[src/i2c_switch_pkg.sv]
// Shared constants and types of the four-channel switch control block
package i2c_switch_pkg;

    // ------------------------------------------------------------------
    // Register layout
    // ------------------------------------------------------------------
    localparam int         CHAN_COUNT   = 4;        // Downstream channels
    localparam int         ENABLE_LSB   = 0;        // Channel enable field
    localparam int         STATUS_LSB   = 4;        // Interrupt status field
    localparam logic [7:0] CTRL_RESET   = 8'h00;    // Value after reset
    localparam logic [3:0] ENABLE_RESET = 4'h0;     // No channel selected

    // ------------------------------------------------------------------
    // Serial framing
    // ------------------------------------------------------------------
    localparam logic [3:0] BIT_CNT_ZERO  = 4'h0;    // Bit counter start
    localparam logic [3:0] BITS_PER_BYTE = 4'h8;    // Bits before acknowledge
    localparam logic [4:0] ADDR_FIXED_DEFAULT = 5'h15; // Arbitrary fixed part

    // ------------------------------------------------------------------
    // Input synchroniser lanes
    // ------------------------------------------------------------------
    localparam int         SYNC_WIDTH   = 9;        // Lanes through the synchroniser
    localparam int         LANE_SCL     = 0;
    localparam int         LANE_SDA     = 1;
    localparam int         LANE_IRQ0    = 2;        // Four interrupt lanes from here
    localparam int         LANE_RST_N   = 6;
    localparam int         LANE_STRAP0  = 7;
    localparam int         LANE_STRAP1  = 8;
    localparam logic [8:0] SYNC_RESET   = 9'h07f;   // Idle levels: lines high, straps low

    // ------------------------------------------------------------------
    // Serial state machine
    // ------------------------------------------------------------------
    typedef enum logic [2:0] {
        ST_IDLE      = 3'b000,   // Not addressed, waiting for a start
        ST_ADDR      = 3'b001,   // Shifting in the address byte
        ST_ADDR_ACK  = 3'b010,   // Acknowledging our address
        ST_WRITE     = 3'b011,   // Shifting in a data byte
        ST_WRITE_ACK = 3'b100,   // Acknowledging a data byte
        ST_READ      = 3'b101,   // Shifting out the register
        ST_READ_ACK  = 3'b110    // Sampling the master's acknowledge
    } serial_state_t;

endpackage : i2c_switch_pkg

[src/sync_2ff.sv]
// Two-flop synchroniser for a vector of independent levels
`timescale 1ns/1ps

module sync_2ff #(
    parameter int               WIDTH   = 1,
    parameter logic [WIDTH-1:0] RST_VAL = '0
) (
    // Clock and reset
    input  wire logic             clk_in,
    input  wire logic             rst_in,
    // Levels
    input  wire logic [WIDTH-1:0] async_in,
    output logic      [WIDTH-1:0] sync_out
);

    // ------------------------------------------------------------------
    // Elaboration check
    // ------------------------------------------------------------------
    if (WIDTH < 1) begin : g_width_check
        $error("sync_2ff needs at least one lane");
    end

    logic [WIDTH-1:0] meta_q;   // First stage, read only by the second
    logic [WIDTH-1:0] sync_q;   // Second stage, safe to use

    // Both stages load constants under reset
    always_ff @(posedge clk_in or posedge rst_in) begin
        if (rst_in) begin
            meta_q <= RST_VAL;
            sync_q <= RST_VAL;
        end else begin
            meta_q <= async_in;
            sync_q <= meta_q;
        end
    end

    assign sync_out = sync_q;

endmodule : sync_2ff

[src/i2c_switch_ctrl.sv]
// Serial slave and control register of the four-channel switch
`timescale 1ns/1ps

// Function
// - Bit n enables channel n, one enables
// - Any enable combination connects simultaneously
// - Reset default selects no channel
// - Four low interrupt inputs, one open-drain output
// - Any low input pulls output low
// - Interrupts detected on deselected channels too
// - Bits 4-7 show channels 0-3 status
// - Read captures current interrupt input levels
// - Status one means pending, several allowed
// - Interrupt inputs usable as sampled general inputs
// - Two straps set low address bits
// - Multi-byte write keeps only last byte
// - New selection applies at stop condition
// - Address LSB one reads, zero writes
// - Power-on clears everything; reset pin clears enables and serial state
module i2c_switch_ctrl #(
    parameter logic [4:0] ADDR_FIXED = i2c_switch_pkg::ADDR_FIXED_DEFAULT
) (
    // Clock and power-on reset
    input  wire logic clk_in,
    input  wire logic rst_in,
    // Reset pin
    input  wire logic reset_pin_in_n,
    // Address straps
    input  wire logic addr_strap_0_in,
    input  wire logic addr_strap_1_in,
    // Upstream serial bus
    input  wire logic scl_in,
    input  wire logic sda_in,
    output logic      sda_out,
    output logic      sda_oe_out,
    // Channel interrupt inputs
    input  wire logic chan0_irq_in_n,
    input  wire logic chan1_irq_in_n,
    input  wire logic chan2_irq_in_n,
    input  wire logic chan3_irq_in_n,
    // Shared open-drain interrupt output
    output logic      irq_out,
    output logic      irq_oe_out,
    // Downstream channel enables
    output logic      chan0_enable_out,
    output logic      chan1_enable_out,
    output logic      chan2_enable_out,
    output logic      chan3_enable_out
);

    // ------------------------------------------------------------------
    // Input synchronisation
    // ------------------------------------------------------------------
    logic [i2c_switch_pkg::SYNC_WIDTH-1:0] pins_raw;    // Pins as they arrive
    logic [i2c_switch_pkg::SYNC_WIDTH-1:0] pins_sync;   // Pins after two flops

    assign pins_raw = {addr_strap_1_in, addr_strap_0_in, reset_pin_in_n,
                       chan3_irq_in_n, chan2_irq_in_n, chan1_irq_in_n,
                       chan0_irq_in_n, sda_in, scl_in};

    sync_2ff #(
        .WIDTH   (i2c_switch_pkg::SYNC_WIDTH),
        .RST_VAL (i2c_switch_pkg::SYNC_RESET)
    ) u_sync (
        .clk_in   (clk_in),
        .rst_in   (rst_in),
        .async_in (pins_raw),
        .sync_out (pins_sync)
    );

    logic       scl_s;       // Synchronised clock line
    logic       sda_s;       // Synchronised data line
    logic [3:0] irq_n_s;     // Synchronised interrupt inputs, channel order
    logic       pin_clr;     // Reset pin held low

    assign scl_s   = pins_sync[i2c_switch_pkg::LANE_SCL];
    assign sda_s   = pins_sync[i2c_switch_pkg::LANE_SDA];
    assign irq_n_s = pins_sync[i2c_switch_pkg::LANE_IRQ0 +: i2c_switch_pkg::CHAN_COUNT];
    assign pin_clr = ~pins_sync[i2c_switch_pkg::LANE_RST_N];

    // ------------------------------------------------------------------
    // Bus condition detection
    // ------------------------------------------------------------------
    logic scl_prev_q;   // Clock line one sample ago
    logic sda_prev_q;   // Data line one sample ago

    // Previous samples for edge finding
    always_ff @(posedge clk_in or posedge rst_in) begin
        if (rst_in) begin
            scl_prev_q <= 1'b1;
            sda_prev_q <= 1'b1;
        end else begin
            scl_prev_q <= scl_s;
            sda_prev_q <= sda_s;
        end
    end

    logic scl_rise;     // Clock line went high
    logic scl_fall;     // Clock line went low
    logic start_det;    // Data fell while clock high
    logic stop_det;     // Data rose while clock high

    assign scl_rise  = scl_s & ~scl_prev_q;
    assign scl_fall  = ~scl_s & scl_prev_q;
    assign start_det = scl_s & scl_prev_q & sda_prev_q & ~sda_s;
    assign stop_det  = scl_s & scl_prev_q & ~sda_prev_q & sda_s;

    // ------------------------------------------------------------------
    // Own address
    // ------------------------------------------------------------------
    logic [1:0] strap_q;    // Strap levels, resampled every clock after reset release

    // Straps are sampled continuously by the clock, never by the reset
    always_ff @(posedge clk_in or posedge rst_in) begin
        if (rst_in) begin
            strap_q <= 2'b00;
        end else begin
            strap_q <= {pins_sync[i2c_switch_pkg::LANE_STRAP1],
                        pins_sync[i2c_switch_pkg::LANE_STRAP0]};
        end
    end

    logic [6:0] own_addr;   // Seven-bit slave address
    assign own_addr = {ADDR_FIXED, strap_q};

    // ------------------------------------------------------------------
    // Register contents
    // ------------------------------------------------------------------
    logic [3:0] enable_q;   // Channel enables driving the switches
    logic [3:0] status;     // Live interrupt status, one means pending
    logic [7:0] read_byte;  // Register as presented to a read

    assign status    = ~irq_n_s;
    assign read_byte = {status, enable_q};

    // ------------------------------------------------------------------
    // Serial state machine
    // ------------------------------------------------------------------
    i2c_switch_pkg::serial_state_t state_q;  // Current phase
    logic [3:0] bit_cnt_q;   // Bits handled in this byte
    logic [7:0] shift_q;     // Incoming byte
    logic [7:0] tx_q;        // Outgoing byte, MSB first
    logic       rw_q;        // Direction from the address byte
    logic       ack_q;       // Master acknowledged the last read byte
    logic       sda_oe_q;    // Pulling the data line low

    logic byte_in_done;      // Eighth bit of a received byte has ended
    assign byte_in_done = scl_fall & (bit_cnt_q == i2c_switch_pkg::BITS_PER_BYTE);

    // Framing, shifting and data line drive
    always_ff @(posedge clk_in or posedge rst_in) begin
        if (rst_in) begin
            state_q   <= i2c_switch_pkg::ST_IDLE;
            bit_cnt_q <= i2c_switch_pkg::BIT_CNT_ZERO;
            shift_q   <= i2c_switch_pkg::CTRL_RESET;
            tx_q      <= i2c_switch_pkg::CTRL_RESET;
            rw_q      <= 1'b0;
            ack_q     <= 1'b0;
            sda_oe_q  <= 1'b0;
        end else if (pin_clr) begin
            // Pin reset returns the machine to zeros
            state_q   <= i2c_switch_pkg::ST_IDLE;
            bit_cnt_q <= i2c_switch_pkg::BIT_CNT_ZERO;
            shift_q   <= i2c_switch_pkg::CTRL_RESET;
            tx_q      <= i2c_switch_pkg::CTRL_RESET;
            rw_q      <= 1'b0;
            ack_q     <= 1'b0;
            sda_oe_q  <= 1'b0;
        end else if (start_det) begin
            // Start or repeated start: expect an address
            state_q   <= i2c_switch_pkg::ST_ADDR;
            bit_cnt_q <= i2c_switch_pkg::BIT_CNT_ZERO;
            sda_oe_q  <= 1'b0;
        end else if (stop_det) begin
            // Stop ends any transfer
            state_q   <= i2c_switch_pkg::ST_IDLE;
            sda_oe_q  <= 1'b0;
        end else begin
            unique case (state_q)
                i2c_switch_pkg::ST_IDLE: begin
                    sda_oe_q <= 1'b0;
                end
                i2c_switch_pkg::ST_ADDR: begin
                    if (scl_rise) begin
                        shift_q   <= {shift_q[6:0], sda_s};
                        bit_cnt_q <= bit_cnt_q + 4'h1;
                    end
                    if (byte_in_done) begin
                        if (shift_q[7:1] == own_addr) begin
                            rw_q     <= shift_q[0];
                            sda_oe_q <= 1'b1;
                            state_q  <= i2c_switch_pkg::ST_ADDR_ACK;
                        end else begin
                            // Someone else's address: stay off the bus
                            state_q  <= i2c_switch_pkg::ST_IDLE;
                        end
                    end
                end
                i2c_switch_pkg::ST_ADDR_ACK: begin
                    if (scl_fall) begin
                        if (rw_q) begin
                            // Snapshot of inputs taken as the read begins
                            tx_q      <= read_byte;
                            sda_oe_q  <= ~read_byte[7];
                            bit_cnt_q <= 4'h1;
                            state_q   <= i2c_switch_pkg::ST_READ;
                        end else begin
                            sda_oe_q  <= 1'b0;
                            bit_cnt_q <= i2c_switch_pkg::BIT_CNT_ZERO;
                            state_q   <= i2c_switch_pkg::ST_WRITE;
                        end
                    end
                end
                i2c_switch_pkg::ST_WRITE: begin
                    if (scl_rise) begin
                        shift_q   <= {shift_q[6:0], sda_s};
                        bit_cnt_q <= bit_cnt_q + 4'h1;
                    end
                    if (byte_in_done) begin
                        sda_oe_q <= 1'b1;
                        state_q  <= i2c_switch_pkg::ST_WRITE_ACK;
                    end
                end
                i2c_switch_pkg::ST_WRITE_ACK: begin
                    if (scl_fall) begin
                        sda_oe_q  <= 1'b0;
                        bit_cnt_q <= i2c_switch_pkg::BIT_CNT_ZERO;
                        state_q   <= i2c_switch_pkg::ST_WRITE;
                    end
                end
                i2c_switch_pkg::ST_READ: begin
                    if (scl_fall) begin
                        if (bit_cnt_q == i2c_switch_pkg::BITS_PER_BYTE) begin
                            // Release for the master's acknowledge
                            sda_oe_q <= 1'b0;
                            state_q  <= i2c_switch_pkg::ST_READ_ACK;
                        end else begin
                            tx_q      <= {tx_q[6:0], 1'b0};
                            sda_oe_q  <= ~tx_q[6];
                            bit_cnt_q <= bit_cnt_q + 4'h1;
                        end
                    end
                end
                i2c_switch_pkg::ST_READ_ACK: begin
                    if (scl_rise) begin
                        ack_q <= ~sda_s;
                    end
                    if (scl_fall) begin
                        if (ack_q) begin
                            // Further byte: fresh snapshot of the register
                            tx_q      <= read_byte;
                            sda_oe_q  <= ~read_byte[7];
                            bit_cnt_q <= 4'h1;
                            state_q   <= i2c_switch_pkg::ST_READ;
                        end else begin
                            // Not acknowledged: wait for the stop
                            state_q   <= i2c_switch_pkg::ST_IDLE;
                        end
                    end
                end
                default: begin
                    state_q  <= i2c_switch_pkg::ST_IDLE;
                    sda_oe_q <= 1'b0;
                end
            endcase
        end
    end

    // ------------------------------------------------------------------
    // Written byte held until stop
    // ------------------------------------------------------------------
    logic [3:0] pending_q;      // Last enable field received
    logic       pending_vld_q;  // A byte arrived since the last stop

    // Each new byte overwrites the previous one
    always_ff @(posedge clk_in or posedge rst_in) begin
        if (rst_in) begin
            pending_q     <= i2c_switch_pkg::ENABLE_RESET;
            pending_vld_q <= 1'b0;
        end else if (pin_clr) begin
            pending_q     <= i2c_switch_pkg::ENABLE_RESET;
            pending_vld_q <= 1'b0;
        end else if (stop_det) begin
            pending_vld_q <= 1'b0;
        end else if (state_q == i2c_switch_pkg::ST_WRITE && byte_in_done) begin
            // Status bits of the byte are read-only and dropped
            pending_q     <= shift_q[i2c_switch_pkg::ENABLE_LSB +: 4];
            pending_vld_q <= 1'b1;
        end
    end

    // ------------------------------------------------------------------
    // Channel enables
    // ------------------------------------------------------------------
    // Switches change only at a stop, when every line is high, or when the reset pin or power-on reset clears them
    always_ff @(posedge clk_in or posedge rst_in) begin
        if (rst_in) begin
            enable_q <= i2c_switch_pkg::ENABLE_RESET;
        end else if (pin_clr) begin
            enable_q <= i2c_switch_pkg::ENABLE_RESET;
        end else if (stop_det && pending_vld_q) begin
            enable_q <= pending_q;
        end
    end

    // ------------------------------------------------------------------
    // Shared interrupt output
    // ------------------------------------------------------------------
    logic irq_oe_q;     // Pulling the shared interrupt low

    // Any pending channel, selected or not, pulls the line
    always_ff @(posedge clk_in or posedge rst_in) begin
        if (rst_in) begin
            irq_oe_q <= 1'b0;
        end else begin
            irq_oe_q <= |status;
        end
    end

    // ------------------------------------------------------------------
    // Open-drain data levels
    // ------------------------------------------------------------------
    logic sda_lvl_q;    // Level driven when the data line is enabled
    logic irq_lvl_q;    // Level driven when the interrupt is enabled

    // Open-drain pins only ever drive low
    always_ff @(posedge clk_in or posedge rst_in) begin
        if (rst_in) begin
            sda_lvl_q <= 1'b0;
            irq_lvl_q <= 1'b0;
        end else begin
            sda_lvl_q <= 1'b0;
            irq_lvl_q <= 1'b0;
        end
    end

    // ------------------------------------------------------------------
    // Outputs
    // ------------------------------------------------------------------
    assign sda_out          = sda_lvl_q;
    assign sda_oe_out       = sda_oe_q;
    assign irq_out          = irq_lvl_q;
    assign irq_oe_out       = irq_oe_q;
    assign chan0_enable_out = enable_q[0];
    assign chan1_enable_out = enable_q[1];
    assign chan2_enable_out = enable_q[2];
    assign chan3_enable_out = enable_q[3];

endmodule : i2c_switch_ctrl

[config.mk]
export PLATFORM = sky130hd
export DESIGN_NAME = i2c_switch_ctrl
export DESIGN_NICKNAME = d
export VERILOG_FILES = /design/src/i2c_switch_pkg.sv /design/src/sync_2ff.sv /design/src/i2c_switch_ctrl.sv
export SDC_FILE = /design/constraint.sdc
export NUM_CORES = 1
export LEC_CHECK = 0
export ABC_AREA = 1
export BUFFER_PORTS_ARGS = -buffer_cell sky130_fd_sc_hd__buf_2
export CAP_MARGIN = 20
export CORE_AREA = 3 3 93 95
export DETAILED_ROUTE_END_ITERATION = 6
export DIE_AREA = 0 0 96 98
export PLACE_DENSITY_LB_ADDON = 0.05
export SYNTH_ARGS = -nofsm -noshare
export SYNTH_HDL_FRONTEND = slang
export SYNTH_SLANG_ARGS = --single-unit
[constraint.sdc]
create_clock -name clk_in -period 1.66 [get_ports clk_in]
set_input_delay 0.415 -clock clk_in [delete_from_list [all_inputs] [get_ports clk_in]]
set_output_delay 0.415 -clock clk_in [all_outputs]
set_load 0.01 [all_outputs]
==> qor.yml, run 1 <==
yosys:
  syn_area_sq_mm: 0.00275
  synth_ff_type: "dfrtp_1"
  synth-seq-cells: 57
  avgSynthCellArea_sq_um: 8.40
  synth_top_area_cell: "dfrtp_1"
  yosysWarnings: 0
  async_flop_share: 1.00
  yosysSeqAreaShare: 0.525
  ys_top_cells_by_count: "nand2_1 (101), dfrtp_1 (41), nand3_1 (38), inv_1 (31)"
  ys_types: 33
  synthDominantCellAreaShare: 0.373
  synthTopCellsByArea: "dfrtp_1 (37%), dfstp_2 (15%), nand2_1 (14%), nand3_1 (6.9%), inv_1 (4.2%)"
  synthCells: 328
  synth_most_common_cell: "nand2_1"
  synth_edf_count: 0
routing:
  vias_per_cell: 4.63
  routedWlPerCell_microns: 12.9
  drc_errors: 0
  ant_nets: 0
  routed_wl_mm: 6.07
  firstDrtPassIters: 5
  first_iter_violations: 116
  vias: 2175
global_routing:
  grt_overflow: 0
  grt_max_degree: 58
  grt_pass1_wl_mm: 10.2
  antenna_found_initial: 0
  grt_use_total: 0.138
  grt_pass1_vias: 2162
worst_setup_path:
  cpPeakStageDelay_ps: 420
  path_buf_inv: 1
  r2r-start: "state_q[1]"
  required_ps: 1930
  startpoint_type: "register"
  cp_cell_sequence: "buf_4 -> nor2_2 -> nand2_1 -> nor2_2 -> nor2_4 -> o21ai_4 -> nand3_1 -> nand2_1"
  r2r_slack_ps: 90
  cpLargestDelayFamily: "simple AND/OR/NAND/NOR gates"
  reg2reg_to: "tx_q[1]"
  end_kind: "register"
  critPathKind: "register to register"
  cp-startpoint: "state_q[1]"
  critical_path_arrival_ps: 1840
  crit_end: "tx_q[1]"
  critPathSlowestCell: "dfrtp_1"
  cp_max_fo: 7
  cp.depth: 8
  rr_worst_depth: 8
timing:
  drv_slew: 0
  setup_tns_ps: 0
  final_hold_viol_count: 0
  clock_skew_ps: 8.51
  fin_crit_sh: 0.945
  max_freq_mhz: 637
  finalCriticalPeriod_ps: 1570
  setup_viol: 0
  finalWorstSetupSlack_ps: 90.9
clocking:
  numCtsBuffers: 9
  cts_tree: "built"
  cts.path.max_buffers: 2
  cts.clk_slew.worst_paths_ps: 70
  clk_latency_ps: 330
  cts.sinks: 57
  root_buffer: "clkbuf_8"
  htreeDepth: 3
floorplanning:
  die_area_sq_mm: 0.00941
  die_h_microns: 98
  coreArea_sq_mm: 0.00781
  die_x_microns: 96
  start_util: 0.353
  io_pins: 19
  rows: 32
placement:
  port_buffers: 16
  placed_area_sq_mm: 0.00302
  place_hpwl_mm: 4.25
  pre_cts_slack_ps: 5.16
  globalplace.congestion: 0.847
outcome:
  status: "complete, no violations"
run:
  maxCapViolCount: 0
cells_and_area:
  area_growth_syn_to_layout_pct: 20.4
  num_antenna_cells: 0
  design_area_sq_mm: 0.00332
  drive_gt1_frac: 0.266
  nets: 376
worst_hold_path:
  hp-class: "input port to async pin"
pwr:
  finalPower_mw: 3.28
  vdd_ir_drop_max_mv: 0.575
  leakagePower_nw: 1.60
  power_density_mw_per_mm2: 989
state kept, by name, summed over array words and instances, names as in the netlist, 2 cells and up:
register / count
strap_q: 2
u_sync.sync_out: 9
tx_q: 7
pending_q: 4
shift_q: 8
bit_cnt_q: 4
u_sync.meta_q: 9
state_q: 3
enable_q: 4
worst min-delay path by stage:
stage	from	to	slack [ps]	cells past startpoint
3_3_place_gp	u_sync.sync_out[8]	strap_q[1]	330	0
4_1_cts	rst_in	u_sync.meta_q[7]	160	3
5_1_grt	scl_in	u_sync.meta_q[0]	160	1
2_1_floorplan	u_sync.sync_out[7]	strap_q[0]	330	0
3_5_place_dp	u_sync.meta_q[8]	u_sync.sync_out[8]	330	0
6_report	rst_in	u_sync.meta_q[7]	150	3
worst min-delay path: cells and delay by family:
family,cells,cell delay [ps]
buf+inv,3,460
layout by cell type (no fill, tap or decap), types with 4 or more instances in the layout:
cell type / count
o21ai_0: 22
nand2_2: 9
buf_4: 14
nand3_1: 37
dfrtp_1: 41
buf_2: 16
nor2_1: 21
o21ai_1: 4
inv_1: 29
dfstp_2: 16
nand2_1: 96
clkbuf_8: 10
a21oi_1: 8
nor2_2: 7
inv_2: 4
per-stage QoR:
stage	hold WS (ps)	utilization	instances
6_report	152	0.425	470
5_1_grt	156	0.425	470
4_1_cts	155	0.419	468
3_5_place_dp	335	0.386	452
3_3_place_gp	333	0.386	452
2_1_floorplan	331	-	329
timing repair:
item	CTS	global route
cloned	0	0
hold buffers	0	0
pin swaps	0	2
setup buffers	0	2
endpoints found under the setup margin	1	17
resized for setup	1	12
power by group:
part / internal (mW) / total, mW / switching, mW / leakage (nW)
clock: 1.04 / 1.65 / 0.604 / 0.123
combinational: 0.0518 / 0.166 / 0.114 / 0.759
sequential: 1.45 / 1.47 / 0.0227 / 0.717
total: 2.54 / 3.28 / 0.740 / 1.60
layer usage:
metal / track usage / wire, microns / up-vias
met5: 0 / 0 / -
met4: 0.0503 / 119 / 0
met3: 0.0331 / 181 / 12
met2: 0.203 / 2670 / 35
met1: 0.196 / 3100 / 1025
li1: - / - / 1103
cell families (layout without fill, tap and decap cells):
kind of cell | Yosys count | in the layout | share of synthesized area
AO/OA/AOI/OAI | 40 | 40 | 0.0804
XOR/XNOR | 2 | 2 | 0.00636
adder cells (fa/ha/maj) | 2 | 2 | 0.00909
buffers and inverters | 43 | 82 | 0.0718
flip-flops | 57 | 57 | 0.525
other | 1 | 2 | 0.00136
AND/OR/NAND/NOR | 183 | 183 | 0.306
layout make-up:
cell class | count | area, sq um
multi-input combinational | 229 | 1150
fill | 811 | 4490
clock buffer | 10 | 138
tap | 102 | 128
inverter | 35 | 138
timing repair buffer | 31 | 205
sequential | 57 | 1450
clock inverter | 6 | 115
No activity file was read; power rests on OpenSTA's default activity.
==> inputs of run 2 (changes only) <==
Settings changed: CORE_AREA 3 3 93 95 to 3 3 77 115, DIE_AREA 0 0 96 98 to 0 0 80 118.
==> qor.yml, run 2 (same netlist as run 1, synthesis figures left out) <==
outcome:
  status: "complete, no violations"
cells_and_area:
  stdcell_count: 477  # +1.5%
  final_common_cell: "nand2_1"
  area_growth_syn_to_layout_pct: 23.3
  nets: 380  # +1.1%
  final_cell_mix: "nand2_1 (98), dfrtp_1 (39), nand3_1 (38)"
  drive_gt1_frac: 0.263  # -0.00286
  fillers: 837  # +3.2%
  num_antenna_cells: 0  # unchanged
  design_area_sq_mm: 0.00339  # +2.3%
floorplanning:
  die_x_microns: 80  # -17%
  coreArea_sq_mm: 0.00801  # +2.6%
  io_pins: 19  # unchanged
  start_util: 0.344  # -0.00882
  die_area_sq_mm: 0.00944  # +0.34%
  die_h_microns: 118  # +20%
  rows: 40  # +25%
worst_setup_path:
  r2r_slack_ps: 70  # -20 ps
  rr_worst_depth: 8  # unchanged
  cp_max_fo: 4  # -3
  critPathKind: "register to register"
  cpPeakStageDelay_ps: 400  # -20 ps
  required_ps: 1890  # -40 ps
  r2r-start: "bit_cnt_q[1]"
  crit_path_frequent_cell: "nand2_2"
  reg2reg_to: "pending_q[2]"
  startpoint_type: "register"
  end_kind: "register"
  critPathSlowestCell: "dfrtp_1"
  cp-startpoint: "bit_cnt_q[1]"
  critical_path_arrival_ps: 1820  # -20 ps
  cp_cell_sequence: "inv_1 -> ha_1 -> nand2_2 -> nor2_4 -> nand2_2 -> or2_4 -> buf_4 -> o21ai_0"
global_routing:
  grt_pass1_vias: 2365  # +9.4%
  antenna_found_initial: 0  # unchanged
  grt_use_total: 0.155  # +0.0171
  grt_pass1_wl_mm: 11.2  # +9.9%
  grt_max_degree: 45  # -22%
  grt_overflow: 0  # unchanged
placement:
  globalplace.congestion: 0.840  # -0.86%
  place_hpwl_mm: 4.57  # +7.5%
  dpl.cell_count: 456  # +0.88%
  port_buffers: 16  # unchanged
  placed_area_sq_mm: 0.00303  # +0.37%
timing:
  finalCriticalPeriod_ps: 1590  # +17.8 ps
  fin_crit_sh: 0.956  # +0.0108
  setup_viol: 0  # unchanged
  max_freq_mhz: 630  # -1.1%
  final_hold_viol_count: 0  # unchanged
  drv_slew: 0  # unchanged
  clock_skew_ps: 4.51  # -3.99 ps
pwr:
  leakagePower_nw: 1.64  # +2.6%
  vdd_ir_drop_max_mv: 0.821  # +43%
  power_density_mw_per_mm2: 1030  # +4.6%
clocking:
  htreeDepth: 3  # unchanged
  cts.sinks: 57  # unchanged
  root_buffer: "clkbuf_16"
  cts.clk_slew.worst_paths_ps: 50  # -20 ps
  numCtsBuffers: 9  # unchanged
  clk_latency_ps: 320  # about the same
  cts_tree: "built"
  cts.path.max_buffers: 2  # unchanged
run:
  maxCapViolCount: 0  # unchanged
routing:
  routed_wl_mm: 6.31  # +4.0%
  routedWlPerCell_microns: 13.2  # +2.5%
  drc_errors: 0  # unchanged
  firstDrtPassIters: 4  # -1
  vias_per_cell: 4.59  # -0.88%
  vias: 2188  # +0.60%
  ant_nets: 0  # unchanged
  first_iter_violations: 122  # +5.2%
worst_hold_path:
  hp-class: "input port to async pin"
run 2: worst max-delay path by stage:
stage | to | slack, ps | cells after the start
2_1_floorplan | pending_q[1] | 170 | 10
6_report | pending_q[2] | 70 | 8
5_1_grt | pending_q[1] | -2 | 10
4_1_cts | pending_q[1] | 40 | 10
3_3_place_gp | pending_q[2] | -70 | 10
3_5_place_dp | pending_q[2] | -30 | 10
run 2: per-layer routing:
| metal | up-vias | global-route usage | part of all wire |
|---|---|---|---|
| met5 | - | 0 | 0 |
| met4 | 0 | 0.111 | 0.056 |
| met3 | 24 | 0.0436 | 0.036 |
| met2 | 52 | 0.232 | 0.47 |
| met1 | 994 | 0.188 | 0.44 |
| li1 | 1118 | - | - |
run 2: cell type report:
| cell class | instances | area (sq um) | area share |
|---|---|---|---|
| Sequential cell | 57 | 1450 | 0.427 |
| Multi-Input combinational cell | 229 | 1130 | 0.334 |
| Clock buffer | 14 | 274 | 0.0807 |
| Timing Repair Buffer | 35 | 235 | 0.0693 |
| Inverter | 35 | 138 | 0.0405 |
| Tap cell | 105 | 131 | 0.0387 |
| Clock inverter | 2 | 35.0 | 0.0103 |
run 2: power by group:
part           switching, mW  total, mW  internal [mW]
sequential            0.0222       1.47           1.45
clock                  0.598       1.88           1.28
combinational          0.113      0.164         0.0506
run 2: critical path: cells and delay by family, from the launching register on:
family | cells | cell delay (ps)
buf+inv | 2 | 210
fa+ha+maj | 1 | 150
simple gates | 4 | 560
compound gates | 1 | 170
flops | 1 | 400
run 2: metrics by stage:
step                      setup TNS (ps)  utilization  power (mW)  setup slack, ps  hold slack [ps]
after floorplan                        0            -        1.60              171              331
after global placement              -231        0.378        1.66            -67.6              332
after detailed placement           -96.7        0.378        1.66            -30.5              336
after CTS                              0        0.419        3.58             44.0             49.6
after global routing               -1.60        0.424        3.67            -1.60             66.3
final                                  0        0.424        3.51             73.1             55.0
run 2: what timing repair did:
item,in CTS,in global routing
buffers inserted,2,3
setup endpoints to repair,4,22
resized for setup,1,8
hold buffers,0,0
pin swaps,1,3
endpoints found under the hold margin,0,0
